## src/hdl/bia_pkg.sv

```systemverilog
// Purpose: Constants and carriers for the board interrupt aggregator
// Assumes: 32-bit little-endian register port, byte lanes enabled per access
// Notes:   Status word keeps counter flags on even bits 16..22 and on every bit 24..27
package bia_pkg;

  localparam logic [11:0] BIA_OFS_CTRL   = 12'h000;
  localparam logic [11:0] BIA_OFS_STATUS = 12'h004;

  localparam int BIA_BIT_ENABLE  = 0;
  localparam int BIA_BIT_PENDING = 1;
  localparam int BIA_BIT_SWRESET = 14;

  localparam int BIA_NUM_DIO = 16;
  localparam int BIA_NUM_CTR = 8;

  localparam logic [15:0] BIA_CTRL_RESET = 16'h0000;

  // Status bit position of counter n (0-based)
  localparam int BIA_CTR_POS [0:7] = '{16, 18, 20, 22, 24, 25, 26, 27};

  // Host register access, one cycle strobe
  typedef struct packed {
    logic        wr;
    logic        rd;
    logic [11:0] addr;
    logic [3:0]  be;
    logic [31:0] wdata;
  } bia_req_t;

endpackage

```

## src/hdl/bia_top.sv

```systemverilog
// Purpose: Board interrupt control and pending/clear status register
// Assumes: Event inputs are one-cycle pulses from same-clock channel logic
// Notes:   Software reset pulses soft_reset_out for the rest of the board

// Notes on behaviour
// - Enable bit 0 gates interrupt request
// - Request holds until cleared or disabled
// - Read-only pending bit 1 reflects any pending
// - Pending independent of enable, cleared at source
// - Pending ORs all digital and counter flags
// - Writing bit 14 resets the whole board
// - Unused register bits read as zero
// - Reset clears interrupt register, interrupts disabled
// - Byte, halfword and word accesses accepted
// - Status bits 0-15 are digital channels
// - Counter flags at 16,18,20,22,24-27 only
// - Joined pairs use lower counter bit
// - Counter status reads live pending state
// - Write one clears, set wins, re-sets
// - Disabled channel never sets its flag
// - Counter enable off releases pending flag
module bia_top import bia_pkg::*; #(
  parameter int NUM_DIO = BIA_NUM_DIO
) (
  // Clock and reset
  input  wire logic                 clk,
  input  wire logic                 rst_n,
  // Register port
  input  wire bia_pkg::bia_req_t    req,
  output logic [31:0]               rdata,
  output logic                      rvalid,
  // Digital channel events and enables
  input  wire logic [NUM_DIO-1:0]   dio_event,
  input  wire logic [NUM_DIO-1:0]   dio_int_en,
  // Counter events, enables and pair joins
  input  wire logic [7:0]           ctr_event,
  input  wire logic [7:0]           ctr_int_en,
  input  wire logic                 join_56,
  input  wire logic                 join_78,
  // Outputs to system and board
  output logic                      irq,
  output logic                      soft_reset_out
);
  import bia_pkg::*;

  logic              enable_reg, enable_next;
  logic              swrst_reg, swrst_next;
  logic [NUM_DIO-1:0] dio_flag_reg, dio_flag_next;
  logic [7:0]        ctr_flag_reg, ctr_flag_next;
  logic [31:0]       rdata_reg, rdata_next;
  logic              rvalid_reg, rvalid_next;
  logic [31:0]       clr_mask;
  logic [31:0]       status_word;
  logic [7:0]        ctr_ev_eff, ctr_en_eff, ctr_clr;
  logic              any_pending;
  logic              hit_ctrl, hit_status;
  logic              soft_rst;

  assign hit_ctrl   = req.addr[11:2] == BIA_OFS_CTRL[11:2];
  assign hit_status = req.addr[11:2] == BIA_OFS_STATUS[11:2];
  assign soft_rst   = swrst_reg;

  // Clear mask honours byte lanes only
  always_comb begin
    clr_mask = '0;
    for (int b = 0; b < 4; b++) begin
      if (req.wr && hit_status && req.be[b]) begin
        clr_mask[b*8 +: 8] = req.wdata[b*8 +: 8];
      end
    end
  end

  // Joined pairs: odd counter folds onto the lower position
  always_comb begin
    ctr_ev_eff = ctr_event;
    ctr_en_eff = ctr_int_en;
    if (join_56) begin
      ctr_ev_eff[4] = ctr_event[4] | ctr_event[5];
      ctr_ev_eff[5] = 1'b0;
      ctr_en_eff[5] = 1'b0;
    end
    if (join_78) begin
      ctr_ev_eff[6] = ctr_event[6] | ctr_event[7];
      ctr_ev_eff[7] = 1'b0;
      ctr_en_eff[7] = 1'b0;
    end
  end

  genvar g;
  generate
    for (g = 0; g < 8; g++) begin : g_ctr
      assign ctr_clr[g] = clr_mask[BIA_CTR_POS[g]] | ~ctr_en_eff[g];
    end
  endgenerate

  always_comb begin
    status_word = '0;
    status_word[NUM_DIO-1:0] = dio_flag_reg;
    for (int c = 0; c < 8; c++) begin
      status_word[BIA_CTR_POS[c]] = ctr_flag_reg[c];
    end
  end

  // Level, not edge: the request stays up until every source clears
  assign any_pending = |status_word;

  always_comb begin
    enable_next   = enable_reg;
    swrst_next    = 1'b0;
    // Set wins over clear; disabled sources never set
    dio_flag_next = (dio_flag_reg & ~clr_mask[NUM_DIO-1:0])
                  | (dio_event & dio_int_en);
    ctr_flag_next = (ctr_flag_reg & ~ctr_clr)
                  | (ctr_ev_eff & ctr_en_eff);
    rdata_next    = '0;
    rvalid_next   = req.rd;
    if (req.wr && hit_ctrl) begin
      if (req.be[0]) begin
        enable_next = req.wdata[BIA_BIT_ENABLE];
      end
      if (req.be[1] && req.wdata[BIA_BIT_SWRESET]) begin
        swrst_next = 1'b1;
      end
    end
    if (req.rd) begin
      if (hit_ctrl) begin
        rdata_next[BIA_BIT_ENABLE]  = enable_reg;
        rdata_next[BIA_BIT_PENDING] = any_pending;
      end else if (hit_status) begin
        rdata_next = status_word;
      end
    end
    if (soft_rst) begin
      // Same values as the asynchronous reset
      enable_next   = BIA_CTRL_RESET[BIA_BIT_ENABLE];
      dio_flag_next = '0;
      ctr_flag_next = '0;
    end
  end

  always_ff @(posedge clk or negedge rst_n) begin
    if (!rst_n) begin
      enable_reg   <= 1'b0;
      swrst_reg    <= 1'b0;
      dio_flag_reg <= '0;
      ctr_flag_reg <= '0;
      rdata_reg    <= '0;
      rvalid_reg   <= 1'b0;
    end else begin
      enable_reg   <= enable_next;
      swrst_reg    <= swrst_next;
      dio_flag_reg <= dio_flag_next;
      ctr_flag_reg <= ctr_flag_next;
      rdata_reg    <= rdata_next;
      rvalid_reg   <= rvalid_next;
    end
  end

  // Combinational so the request drops the cycle the flag clears
  assign irq            = any_pending & enable_reg;
  assign rdata          = rdata_reg;
  assign rvalid         = rvalid_reg;
  assign soft_reset_out = swrst_reg;

  // Interrupt path checks
  chk_irq_gating: assert property (@(posedge clk) disable iff (!rst_n)
    irq == (enable_reg && status_word != 32'h0)) else $error("irq not gated by enable");
  chk_irq_hold: assert property (@(posedge clk) disable iff (!rst_n)
    irq && !soft_rst && !(req.wr && hit_ctrl && req.be[0]) && clr_mask == 32'h0 && (ctr_clr & ctr_flag_reg) == 8'h00
    |=> irq) else $error("irq dropped");
  chk_pend_read: assert property (@(posedge clk) disable iff (!rst_n)
    req.rd && hit_ctrl |=> rdata[BIA_BIT_PENDING] == $past(any_pending)) else $error("pending bit wrong");
  chk_pend_enable: assert property (@(posedge clk) disable iff (!rst_n)
    any_pending && !soft_rst && clr_mask == 32'h0 && (ctr_clr & ctr_flag_reg) == 8'h00
    |=> any_pending) else $error("pending lost");
  chk_swrst_path: assert property (@(posedge clk) disable iff (!rst_n)
    req.wr && hit_ctrl && req.be[1] && req.wdata[14] |=> soft_reset_out ##1 (!enable_reg && !any_pending))
    else $error("soft reset ineffective");
  chk_unused_zero: assert property (@(posedge clk) disable iff (!rst_n)
    rvalid && !$past(hit_status) |-> rdata[31:2] == 30'h0) else $error("unused bits set");
  chk_rdata_idle: assert property (@(posedge clk) disable iff (!rst_n)
    !rvalid |-> rdata == 32'h0) else $error("read data not idle");
  chk_status_mask: assert property (@(posedge clk) disable iff (!rst_n)
    status_word[31:28] == 0 && status_word[17] == 0 && status_word[23] == 0) else $error("reserved status set");
  chk_set_wins: assert property (@(posedge clk) disable iff (!rst_n)
    dio_event[0] && dio_int_en[0] && !soft_rst |=> dio_flag_reg[0]) else $error("set lost");
  chk_no_set_dis: assert property (@(posedge clk) disable iff (!rst_n)
    !dio_flag_reg[0] && !dio_int_en[0] |=> !dio_flag_reg[0]) else $error("disabled flag set");
  chk_ctr_release: assert property (@(posedge clk) disable iff (!rst_n)
    !ctr_int_en[0] |=> !ctr_flag_reg[0]) else $error("counter not released");

  // Bus-side behaviour: enable write, read timing, read contents
  chk_enable_write: assert property (@(posedge clk) disable iff (!rst_n)
    req.wr && hit_ctrl && req.be[0] && !soft_rst |=> enable_reg == $past(req.wdata[BIA_BIT_ENABLE]))
    else $error("enable write lost");
  chk_enable_hold: assert property (@(posedge clk) disable iff (!rst_n)
    !(req.wr && hit_ctrl && req.be[0]) && !soft_rst |=> $stable(enable_reg))
    else $error("enable changed without write");
  chk_irq_off: assert property (@(posedge clk) disable iff (!rst_n)
    !enable_reg |-> !irq) else $error("irq while disabled");
  chk_pend_any: assert property (@(posedge clk) disable iff (!rst_n)
    any_pending == (dio_flag_reg != '0 || ctr_flag_reg != 8'h00)) else $error("pending not OR of flags");
  chk_swrst_pulse: assert property (@(posedge clk) disable iff (!rst_n)
    soft_reset_out && !(req.wr && hit_ctrl && req.be[1] && req.wdata[BIA_BIT_SWRESET]) |=> !soft_reset_out)
    else $error("soft reset pulse too long");
  chk_reset_state: assert property (@(posedge clk)
    !rst_n && !$past(rst_n) |-> !enable_reg && !irq && !soft_reset_out && !rvalid) else $error("reset state wrong");
  chk_read_valid: assert property (@(posedge clk) disable iff (!rst_n)
    rvalid == $past(req.rd)) else $error("read answer timing wrong");
  chk_status_read: assert property (@(posedge clk) disable iff (!rst_n)
    req.rd && hit_status |=> rdata == $past(status_word)) else $error("status read wrong");

  // Counter and channel flag checks
  chk_join_fold: assert property (@(posedge clk) disable iff (!rst_n)
    join_56 && ctr_event[5] && ctr_int_en[4] && !soft_rst |=> ctr_flag_reg[4] && !ctr_flag_reg[5])
    else $error("joined pair not folded");
  chk_ctr_clear: assert property (@(posedge clk) disable iff (!rst_n)
    req.wr && hit_status && req.be[3] && req.wdata[BIA_CTR_POS[4]] && !ctr_ev_eff[4] |=> !ctr_flag_reg[4])
    else $error("counter flag not cleared");
  chk_dio_clear: assert property (@(posedge clk) disable iff (!rst_n)
    req.wr && hit_status && req.be[1] && req.wdata[15] && !(dio_event[15] && dio_int_en[15]) |=> !dio_flag_reg[15])
    else $error("channel flag not cleared");

endmodule

```

## config.mk

```make
export PLATFORM = sky130hd
export DESIGN_NAME = bia_top
export DESIGN_NICKNAME = d
export VERILOG_FILES = /design/src/hdl/bia_pkg.sv /design/src/hdl/bia_top.sv
export SDC_FILE = /design/constraint.sdc
export NUM_CORES = 1
export LEC_CHECK = 0
export ABC_AREA = 1
export BUFFER_PORTS_ARGS = -buffer_cell sky130_fd_sc_hd__buf_4
export CAP_MARGIN = 20
export CORE_MARGIN = 5
export CORE_UTILIZATION = 48
export CTS_CLUSTER_DIAMETER = 80
export DETAILED_ROUTE_END_ITERATION = 7
export MAX_ROUTING_LAYER = met4
export PLACE_DENSITY = 0.85
export SYNTH_ARGS = -nofsm -noshare
export SYNTH_HDL_FRONTEND = slang
export SYNTH_SLANG_ARGS = --single-unit
```

## constraint.sdc

```tcl
create_clock -name clk -period 2 [get_ports clk]
set_input_delay 0.4 -clock clk [delete_from_list [all_inputs] [get_ports clk]]
set_output_delay 0.4 -clock clk [all_outputs]
set_load 0.05 [all_outputs]
```

Word level (Yosys, flattened, before mapping)
Cells that the tools add are included.
{"block": "word_totals", "reg_bits": 59, "inputBits": 102, "output_inout_bits": 35, "elab_cells": 65}
{"block": "op_classes", "n_eq_ne": 1, "n_mux": 19, "bitwise_logic": 27, "reduce_logical": 12}
{"op": "$and A16 B16 Y16", "count": 2}
{"op": "$mux W32", "count": 1}
{"op": "$mux W30", "count": 1}
{"op": "$mux W28", "count": 1}
{"op": "$mux W8", "count": 3}
{"op": "$reduce_or A24 Y1", "count": 1}
{"op": "$and A8 B8 Y8", "count": 2}
{"op": "$mux W16", "count": 1}
{"op": "$not A16 Y16", "count": 1}
{"op": "$or A16 B16 Y16", "count": 1}
{"op": "$eq A10 B1 Y1 const B", "count": 1}
{"op": "$logic_not A10 Y1", "count": 1}
{"op": "$or A1 B1 Y1", "count": 10}
{"op": "$not A1 Y1", "count": 8}
{"op": "$not A8 Y8", "count": 1}
{"op": "$or A8 B8 Y8", "count": 1}
{"op": "$logic_and A1 B1 Y1", "count": 7}
{"op": "$mux W1", "count": 7}
{"op": "$mux W7", "count": 1}
{"op": "$mux W2", "count": 3}
{"op": "$mux W4", "count": 1}
{"op": "$reduce_bool A2 Y1", "count": 2}
{"op": "$reduce_and A2 Y1", "count": 1}
{"op": "$and A1 B1 Y1", "count": 1}

Longest topological paths before layout
Gate-level depths: netlist of run 1.
{"block": "logic_depth", "ltp_word": 9, "ltp_mapped": 10, "ltp_nobuf": 10}

Worst setup path before layout of run 1
OpenSTA, ideal clock, no wires.
{"block": "synth_path", "path_type": "register to register", "start": "register swrst_reg, in the netlist soft_reset_out", "end": "register enable_reg", "setup_ps": 121, "arrival_ps": 1330, "required_time_ps": 1879, "setup_slack_ps": 549, "path_stages_with_launch": 7, "path_buffers": 1, "synth_period_minus_slack_ps": 1451, "path_cell_list": "dfrtp_1 clkbuf_1 inv_1 nand2_1 nand2_1 nand2_1 o21ai_1"}
{"block": "synth_via", "elab_chain_cells": 2, "word_cells_on_any_way": 4, "cone_classes": "1 x mux; 3 x reduce/logical"}
{"item": "start: declaration", "line_no": "bia_top.sv:47", "rtl": "logic swrst_reg, swrst_next;"}
{"item": "start signal: assignment", "line_no": "bia_top.sv:151", "rtl": "swrst_reg <= swrst_next;"}
{"item": "$reduce_bool A2 Y1 (no source line)"}
{"item": "$reduce_and A2 Y1 (no source line)"}
{"item": "end signal: assignment", "line_no": "bia_top.sv:150", "rtl": "enable_reg <= enable_next;"}
{"item": "end: declaration", "line_no": "bia_top.sv:46", "rtl": "logic enable_reg, enable_next;"}
Parallel ways exist; a longest one is shown, timed or not.
A chain may end at the register's enable or synchronous reset.

Final worst setup path of run 1
{"block": "layout_path", "start": "register ctr_flag_reg[6]", "end": "output irq"}
{"block": "layout_via", "elab_chain_cells": 2}
{"item": "start: declaration", "line_no": "bia_top.sv:49", "rtl": "logic [7:0] ctr_flag_reg, ctr_flag_next;"}
{"item": "start signal: assignment", "line_no": "bia_top.sv:153", "rtl": "ctr_flag_reg <= ctr_flag_next;"}
{"item": "$reduce_or A24 Y1", "line_no": "bia_top.sv:105", "rtl": "assign any_pending = |status_word;"}
{"item": "$and A1 B1 Y1", "line_no": "bia_top.sv:160", "rtl": "assign irq = any_pending & enable_reg;"}
{"item": "end: declaration", "line_no": "bia_top.sv:41", "rtl": "output logic irq,"}
Every way passes these cells.

==> results.cfg, run 1 <==
[drt]
vias_per_cell = 4.72
drc = 0
drt_iter0_drc = 74
vias = 2172
avgRoutedWirePerCell_um = 13.8
finalWirelength_um = 6340
dr.pass1.iters = 4
ant_nets = 0

[cells_and_area]
final_area_um2 = 3580
nFillCells = 426
fin_util_pct = 69.6
layout.nets = 491
area_growth_pct = 40.2
antennaDiodeCount = 0
largest_reg_flops = 24
drive_gt1_share_pct = 43.6

[power]
swShare_pct = 22.9
p_comb_share_pct = 13.4
power.density_nw_per_um2 = 611
pwr-share-seq_pct = 47.9
power.share.clock_pct = 38.7
ir_drop_v = 0.000540
power_mw = 2.19
p_leak_nw = 1.99
internal-power_mw = 1.69
switchingPower_uw = 500

[yosys]
yosys_most_used_dff = dfrtp_1
avgSynthCellArea_um2 = 9.45
synth_area_leader_cell = dfrtp_1
synth_commonest_cells = 59 x inv_1, 51 x dfrtp_1, 33 x nand2_1, 26 x a21oi_1, 24 x o21bai_1
synth_edf_count = 0
synth.most_common_cell = inv_1
async_flop_share_pct = 100
seq_area_frac_synth_pct = 50.0
netlist_area_um2 = 2550
synth_area_leaders = dfrtp_1 50%, inv_1 8.7%, nor3_2 7.8%
synth_cell_types = 24
synth_cells = 270
synth-seq-cells = 51
synth_top_area_share_pct = 50.0
ys_warn_count = 0

[sta]
fin_setup_tns_ps = 0
worst_pin_slew_ps = 625
fmax_mhz = 534
rsz0062_at_grt = false
holdWs_ps = 95.0
drv_slew = 0
fin_crit_sh_pct = 93.6
skew_ps = 10.6
hold_viol_final = 0
min_period_ps = 1870
slew_headroom_pct = 58.3
setup_viol = 0

[clocking]
numCtsBuffers = 5
clkSlewWorstSetupHoldPaths_ps = 90
clock-sinks = 51
clockBufferDepth = 2
postCtsSetupRepairBufs = 0
cts_hold_buf = 0
clock_latency_ps = 310
cts_root_buf = clkbuf_8
htreeDepth = 2
tritoncts = built

[job]
timing.max_cap.violations = 0

[worst_setup_path]
cp_slowest_cell = dfrtp_1
startpoint = ctr_flag_reg[6]$_DFF_PN0_
path_max_fanout = 3
crit_chain = inv_2 -> nand4_1 -> nor3_2 -> nand3_1 -> nand2_1 -> inv_1 -> buf_6
cp.required_ps = 1600
rr_startpoint = soft_reset_out$_DFF_PN0_
worstSetupPathType = reg2out
critPathCaptureType = primary output
cp-start-kind = flip-flop
critPathMaxStageDelay_ps = 390
crit_arrival_ps = 1470

[hold_path]
min_path_type = in2async

[placement]
place_area_um2 = 3430
place_congestion = 0.825
place_hpwl_um = 4920
port_buffers = 118

[die]
start_util_pct = 49.7
rows = 26
fp.dieArea_um2 = 6880
ioPinCount = 137
die_w_um = 82.9
die-height_um = 82.9
core_area_um2 = 5140

[global_route]
first_global_vias = 2253
antenna_found_initial = 0
grt_max_degree = 52
grt_overflow = 0
track_usage_pct = 19.6
grt_pass1_wl_um = 10600

[outcome]
status = finished, final reports clean
[critical path, delay by kind of cell, from the launching register on]
kind          cells  cell delay (ps)
buf+inv           3              260
flops             1              390
simple gates      4              510
[per-stage QoR]
stage	instances	setup WS, ps
floorplan	277	549
global placement	452	363
detailed placement	452	326
CTS	460	48.9
global route	460	12.6
finish	460	127
[worst paths after layout]
path                                           to  slack [ps]  cells after the start
max in group asynchronous        rvalid$_DFF_PN0_        1480                      1
min in group clk                 rvalid$_DFF_PN0_         270                      1
hold / removal                rdata[20]$_DFF_PN0_          90                      1
setup / recovery                              irq         130                      7
setup reg to reg           enable_reg$_DFFE_PN0P_         660                      5
hold reg to reg               rdata[20]$_DFF_PN0_         520                      2
[kinds of logic after synthesis]
| logic type | count (synthesis) | share of synthesized area, % |
|---|---|---|
| compound gates | 52 | 12.5 |
| simple gates | 89 | 22.9 |
| buf+inv | 77 | 14.4 |
| flops | 51 | 50.0 |
| other cells | 1 | 0.147 |
[layer usage]
metal	vias up	routed length, um	track usage, %
met1	1004	2570	23.1
li1	1067	-	-
met2	90	3190	31.9
met4	0	131	6.24
met5	-	0	-
met3	11	454	6.44
[timing repair]
| action | CTS | global route |
|---|---|---|
| setup endpoints to repair | 1 | 1 |
| hold endpoints to repair | 0 | 0 |
| pin swaps | 0 | 2 |
| resized for setup | 1 | 6 |
[power groups by stage]
stage | Clock (mW) | Combinational (mW) | Sequential, mW
finish | 0.846 | 0.293 | 1.05
CTS | 0.859 | 0.295 | 1.05
global placement | 0 | 0.287 | 1.07
global route | 0.901 | 0.322 | 1.05
floorplan | 0 | 0.131 | 1.07
detailed placement | 0 | 0.293 | 1.07
[cell type report]
type / count / area [um^2] / area share, %
Sequential cell: 51 / 1280 / 35.7
Multi-Input combinational cell: 149 / 946 / 26.4
Timing Repair Buffer: 119 / 897 / 25.1
Inverter: 63 / 236 / 6.61
Tap cell: 70 / 87.6 / 2.45
Clock buffer: 5 / 68.8 / 1.92
Clock inverter: 3 / 67.6 / 1.89
[layout by cell type (no fill, tap or decap), drive strengths merged]
cell,instances
clkbuf,5
o21bai,24
dfrtp,51
nand4,9
inv,63
a21oi,26
nand3,6
nand2,38
bufinv,2
or2,1
clkinvlp,1
buf,119
o21ai,2
nor2,9
nor3,25
nor4,1
conb,8
Power figures use the tool's default switching activity.
==> run 2, diff against run 1 <==
CAP_MARGIN = default   (was 20)
PLACE_DENSITY = 0.89   (was 0.85)
==> run 2 against run 1 <==
  * Sequential share of layout area grew 0.47 points
  * Clock power is 31% lower
  * Wire length increased by 2.3%
  * Hold slack better by 21 ps
  * Power fell by 12%
  * Critical path depth unchanged
  * Cell count did not move
  * Combinational power up 1%
  * Worst setup slack got worse by 49 ps
  * Clock skew down 5.5 ps
  * Count of clock-buffer cells in the layout is 1 higher
  * Via count decreased by 0.60%
==> results.cfg, run 2 (synthesis gave the netlist of run 1 again) <==
[clocking]
htreeDepth = 2
numCtsBuffers = 5
cts_hold_buf = 0
clockBufferDepth = 2
cts_root_buf = clkbuf_8
clkSlewWorstSetupHoldPaths_ps = 90
clock_latency_ps = 290
clock-sinks = 51
tritoncts = built

[outcome]
status = finished, final reports clean

[worst_setup_path]
reg2reg_depth = 5
crit_arrival_ps = 1520
cp-start-kind = flip-flop
cp.required_ps = 1600
worstSetupPathType = reg2out
critPathCaptureType = primary output
path_max_fanout = 3

[sta]
fin_setup_tns_ps = 0
fin_crit_sh_pct = 96.1
skew_ps = 5.08
worst_pin_slew_ps = 626
fmax_mhz = 520
setup_viol = 0
rsz0062_at_grt = true
drv_slew = 0
min_period_ps = 1920
hold_viol_final = 0
slew_headroom_pct = 58.3

[drt]
vias = 2159
drt_iter0_drc = 96
vias_per_cell = 4.69
drc = 0
avgRoutedWirePerCell_um = 14.1
finalWirelength_um = 6480
dr.pass1.iters = 4
ant_nets = 0

[power]
ir_drop_v = 0.000322
power.density_nw_per_um2 = 545
p_leak_nw = 1.98

[job]
timing.max_cap.violations = 0

[cells_and_area]
final_common_cell = buf_4
largest_reg_flops = 24
drive_gt1_share_pct = 43.3
layout_common_cells = 119 x buf_4, 55 x inv_1, 51 x dfrtp_1, 33 x nand2_1, 26 x a21oi_1
regArea_um2 = 1280
layout.nets = 492
nFillCells = 418
antennaDiodeCount = 0
area_growth_pct = 38.4
fin_util_pct = 68.7
multi_input_area_um2 = 941

[die]
start_util_pct = 49.7
die_w_um = 82.9
core_area_um2 = 5140
fp.dieArea_um2 = 6880
rows = 26
ioPinCount = 137
die-height_um = 82.9

[global_route]
first_global_vias = 2265
grt_overflow = 0
track_usage_pct = 19.5
antenna_found_initial = 0
grt_max_degree = 52
grt_pass1_wl_um = 10600

[hold_path]
min_path_type = in2async

[placement]
port_buffers = 118
place_congestion = 0.886
place_hpwl_um = 5120
run 2: cell count changes in the layout (fill, tap and decap cells not counted), sizes merged:
cell,before,now
buf,119,120
bufinv,2,0
clkbuf,5,6
clkinv,0,1
clkinvlp,1,0
run 2: path summary, 6_finish.rpt:
check / slack (ps) / from / to
worst max-delay path: 80 / ctr_flag_reg[4]$_DFF_PN0_ / irq
worst min register to register: 520 / ctr_flag_reg[7]$_DFF_PN0_ / rdata[27]$_DFF_PN0_
worst min-delay path: 120 / rst_n / rdata[16]$_DFF_PN0_
max in group asynchronous: 1460 / rst_n / rvalid$_DFF_PN0_
min in group clk: 280 / req[48] / rvalid$_DFF_PN0_
worst max register to register: 550 / soft_reset_out$_DFF_PN0_ / enable_reg$_DFFE_PN0P_
run 2: metal layers:
metal  wire length (um)  up-vias  GRT usage (%)
met2               3370       84           33.5
met3                446        9           5.74
li1                   -     1069              -
met1               2550      997           21.7
met5                  0        -              -
met4                113        0           6.09
run 2: timing repair:
item                       4_1_cts  5_1_grt
setup endpoints to repair        0        1
gates resized for setup          0        6
setup buffers                    0        1
run 2: cell type report:
| cell class | instances | area share [%] |
|---|---|---|
| well taps | 70 | 2.48 |
| multi-input cells | 149 | 26.6 |
| repair buffers | 120 | 25.6 |
| inverters | 63 | 6.69 |
| clock buffers | 6 | 2.34 |
| flip-flops and latches | 51 | 36.1 |
| clock inverters | 1 | 0.142 |
run 2: where the power goes:
group	switching [mW]	internal (mW)
Sequential	0.00464	1.04
Clock	0.311	0.272
Combinational	0.151	0.146
Total	0.466	1.46
run 2: worst max-delay path, stage by stage (launching register included):
cell and delay (ps):
dfrtp_1 380, inv_2 70, nand4_1 140, nor3_2 220, nand3_1 130, nand2_1 100, inv_1 50, buf_6 140
run 2: through the flow:
step           std cells  total power [mW]  hold WS (ps)  instance area, um^2  worst slack (ps)
2_1_floorplan        277              1.20           104                 2580               549
4_1_cts              459              1.94           138                 3520              14.6
3_3_place_gp         452              1.35           455                 3430               373
5_1_grt              460              2.02           163                 3530             -45.1
6_report             460              1.93           116                 3530              77.9
3_5_place_dp         452              1.36           461                 3430               310
==> run 3, diff against run 2 <==
CORE_UTILIZATION = 45   (was 48)
CTS_CLUSTER_DIAMETER = 120   (was 80)
PLACE_DENSITY = 0.84   (was 0.89)
clock period = 2.2 ns   (was 2 ns; I/O delays follow)
==> run 3 against run 2 <==
  * Non-clock buffer count down 1
  * Worst setup slack better by 170 ps
  * Sequential power down 9.5%
  * Core utilization down 4.3 points
  * Hold slack better by 49 ps
  * Via count down 0.69%
  * Power down 3.2%
  * Critical path depth unchanged
  * Combinational power down 11%
  * Register-to-register slack better by 360 ps
  * Clock skew up 1.4 ps
  * Clock power up 11%
==> results.cfg, run 3 (synthesis gave the netlist of run 1 again) <==
[worst_setup_path]
critPathCaptureType = primary output
path_max_fanout = 3
cp_slowest_cell = dfrtp_1
crit_arrival_ps = 1510
cp-start-kind = flip-flop
crit_chain = inv_1 -> nand3_1 -> nor3_1 -> nand3_1 -> nand2_1 -> inv_1 -> buf_4
worstSetupPathType = reg2out
cp.required_ps = 1760
critPathMaxStageDelay_ps = 370

[cells_and_area]
final_common_cell = buf_4
regArea_um2 = 1280
final_area_um2 = 3550
fin_util_pct = 64.5
largest_reg_flops = 24
layout_common_cells = 119 x buf_4, 59 x inv_1, 51 x dfrtp_1, 33 x nand2_1, 26 x a21oi_1
drive_gt1_share_pct = 42.1
antennaDiodeCount = 0
layout.nets = 491
area_growth_pct = 39.1
nFillCells = 460
multi_input_area_um2 = 936

[drt]
drt_iter0_drc = 165
vias = 2144
vias_per_cell = 4.64
dr.pass1.iters = 4
avgRoutedWirePerCell_um = 13.7
drc = 0
finalWirelength_um = 6320
ant_nets = 0

[sta]
min_period_ps = 1950
worst_slack_ps = 251
holdWs_ps = 165
fin_setup_tns_ps = 0
setup_viol = 0
slew_headroom_pct = 58.3
rsz0062_at_grt = false
worst_pin_slew_ps = 625
skew_ps = 6.47
fmax_mhz = 513
hold_viol_final = 0
drv_slew = 0
fin_crit_sh_pct = 88.6

[global_route]
antenna_found_initial = 0
grt_pass1_wl_um = 10200
grt_max_degree = 52
grtUsageMet1_pct = 20.7
grt_overflow = 0
first_global_vias = 2214
met3_usage_pct = 4.95
grt.busiest_layer = met2
track_usage_pct = 18.0
gr-usage-met2_pct = 30.8

[placement]
dp_worst_setup_slack_ps = 484
place_area_um2 = 3430
place_congestion = 0.897
place_hpwl_um = 5040
port_buffers = 118

[hold_path]
min_path_type = in2async

[clocking]
htreeDepth = 2
clock_latency_ps = 290
cts_resized = 0
postCtsSetupRepairBufs = 0
clockBufferDepth = 2
cts_hold_buf = 0
clkSlewWorstSetupHoldPaths_ps = 90
cts_root_buf = clkbuf_8
tritoncts = built
numCtsBuffers = 5
clock-sinks = 51

[power]
swShare_pct = 22.5
pwr-share-seq_pct = 50.9
power.share.clock_pct = 34.9
internal-power_mw = 1.45
power.density_nw_per_um2 = 526
switchingPower_uw = 420
p_leak_nw = 1.99
ir_drop_v = 0.000413
p_comb_share_pct = 14.2

[die]
die_w_um = 85.3
fp.dieArea_um2 = 7280
start_util_pct = 46.4
ioPinCount = 137
rows = 27
die-height_um = 85.3
core_area_um2 = 5510

[outcome]
status = finished, final reports clean

[job]
timing.max_cap.violations = 0
-- run 3: critical path: cells and delay by family, from the launching register on --
| kind | cells | cell delay, ps |
|---|---|---|
| and+or+nand+nor | 4 | 520 |
| DFF | 1 | 370 |
| buffers and inverters | 3 | 330 |
-- run 3: cell type report --
cell class / count / share of cell area [%]
clock buffer: 6 / 2.33
clock inverter: 2 / 0.987
inverter: 63 / 6.66
multi-input combinational: 149 / 26.4
sequential: 51 / 36.0
tap: 72 / 2.54
timing repair buffer: 119 / 25.2
-- run 3: path summary, 6_finish.rpt --
| path | from | end | slack [ps] | cells past startpoint |
|---|---|---|---|---|
| worst min-delay path | rst_n | rdata[16]$_DFF_PN0_ | 170 | 1 |
| max in group asynchronous | rst_n | enable_reg$_DFFE_PN0P_ | 1620 | 1 |
| worst max register to register | soft_reset_out$_DFF_PN0_ | enable_reg$_DFFE_PN0P_ | 910 | 5 |
| min in group clk | req[48] | rvalid$_DFF_PN0_ | 320 | 1 |
| worst min register to register | ctr_flag_reg[3]$_DFF_PN0_ | rdata[22]$_DFF_PN0_ | 540 | 2 |
| worst max-delay path | dio_flag_reg[13]$_DFF_PN0_ | irq | 250 | 7 |
-- run 3: stage by stage --
stage | total power [mW] | instances
final | 1.87 | 462
after global routing | 1.96 | 462
after CTS | 1.89 | 462
after detailed placement | 1.24 | 454
after global placement | 1.23 | 454
after floorplan | 1.09 | 277
-- run 3: power by group through the flow --
stage | registers (mW) | logic, mW | clock network (mW)
floorplan | 0.973 | 0.119 | 0
global placement | 0.969 | 0.261 | 0
detailed placement | 0.969 | 0.267 | 0
CTS | 0.950 | 0.268 | 0.669
global route | 0.952 | 0.291 | 0.718
finish | 0.950 | 0.265 | 0.650
-- run 3: routing by layer --
| metal | wire length (um) | vias to the layer above | part of all wire, % |
|---|---|---|---|
| met2 | 3280 | 78 | 52 |
| met5 | 0 | - | 0 |
| met3 | 464 | 8 | 7.3 |
| li1 | - | 1072 | - |
| met1 | 2460 | 986 | 39 |
| met4 | 127 | 0 | 2.0 |
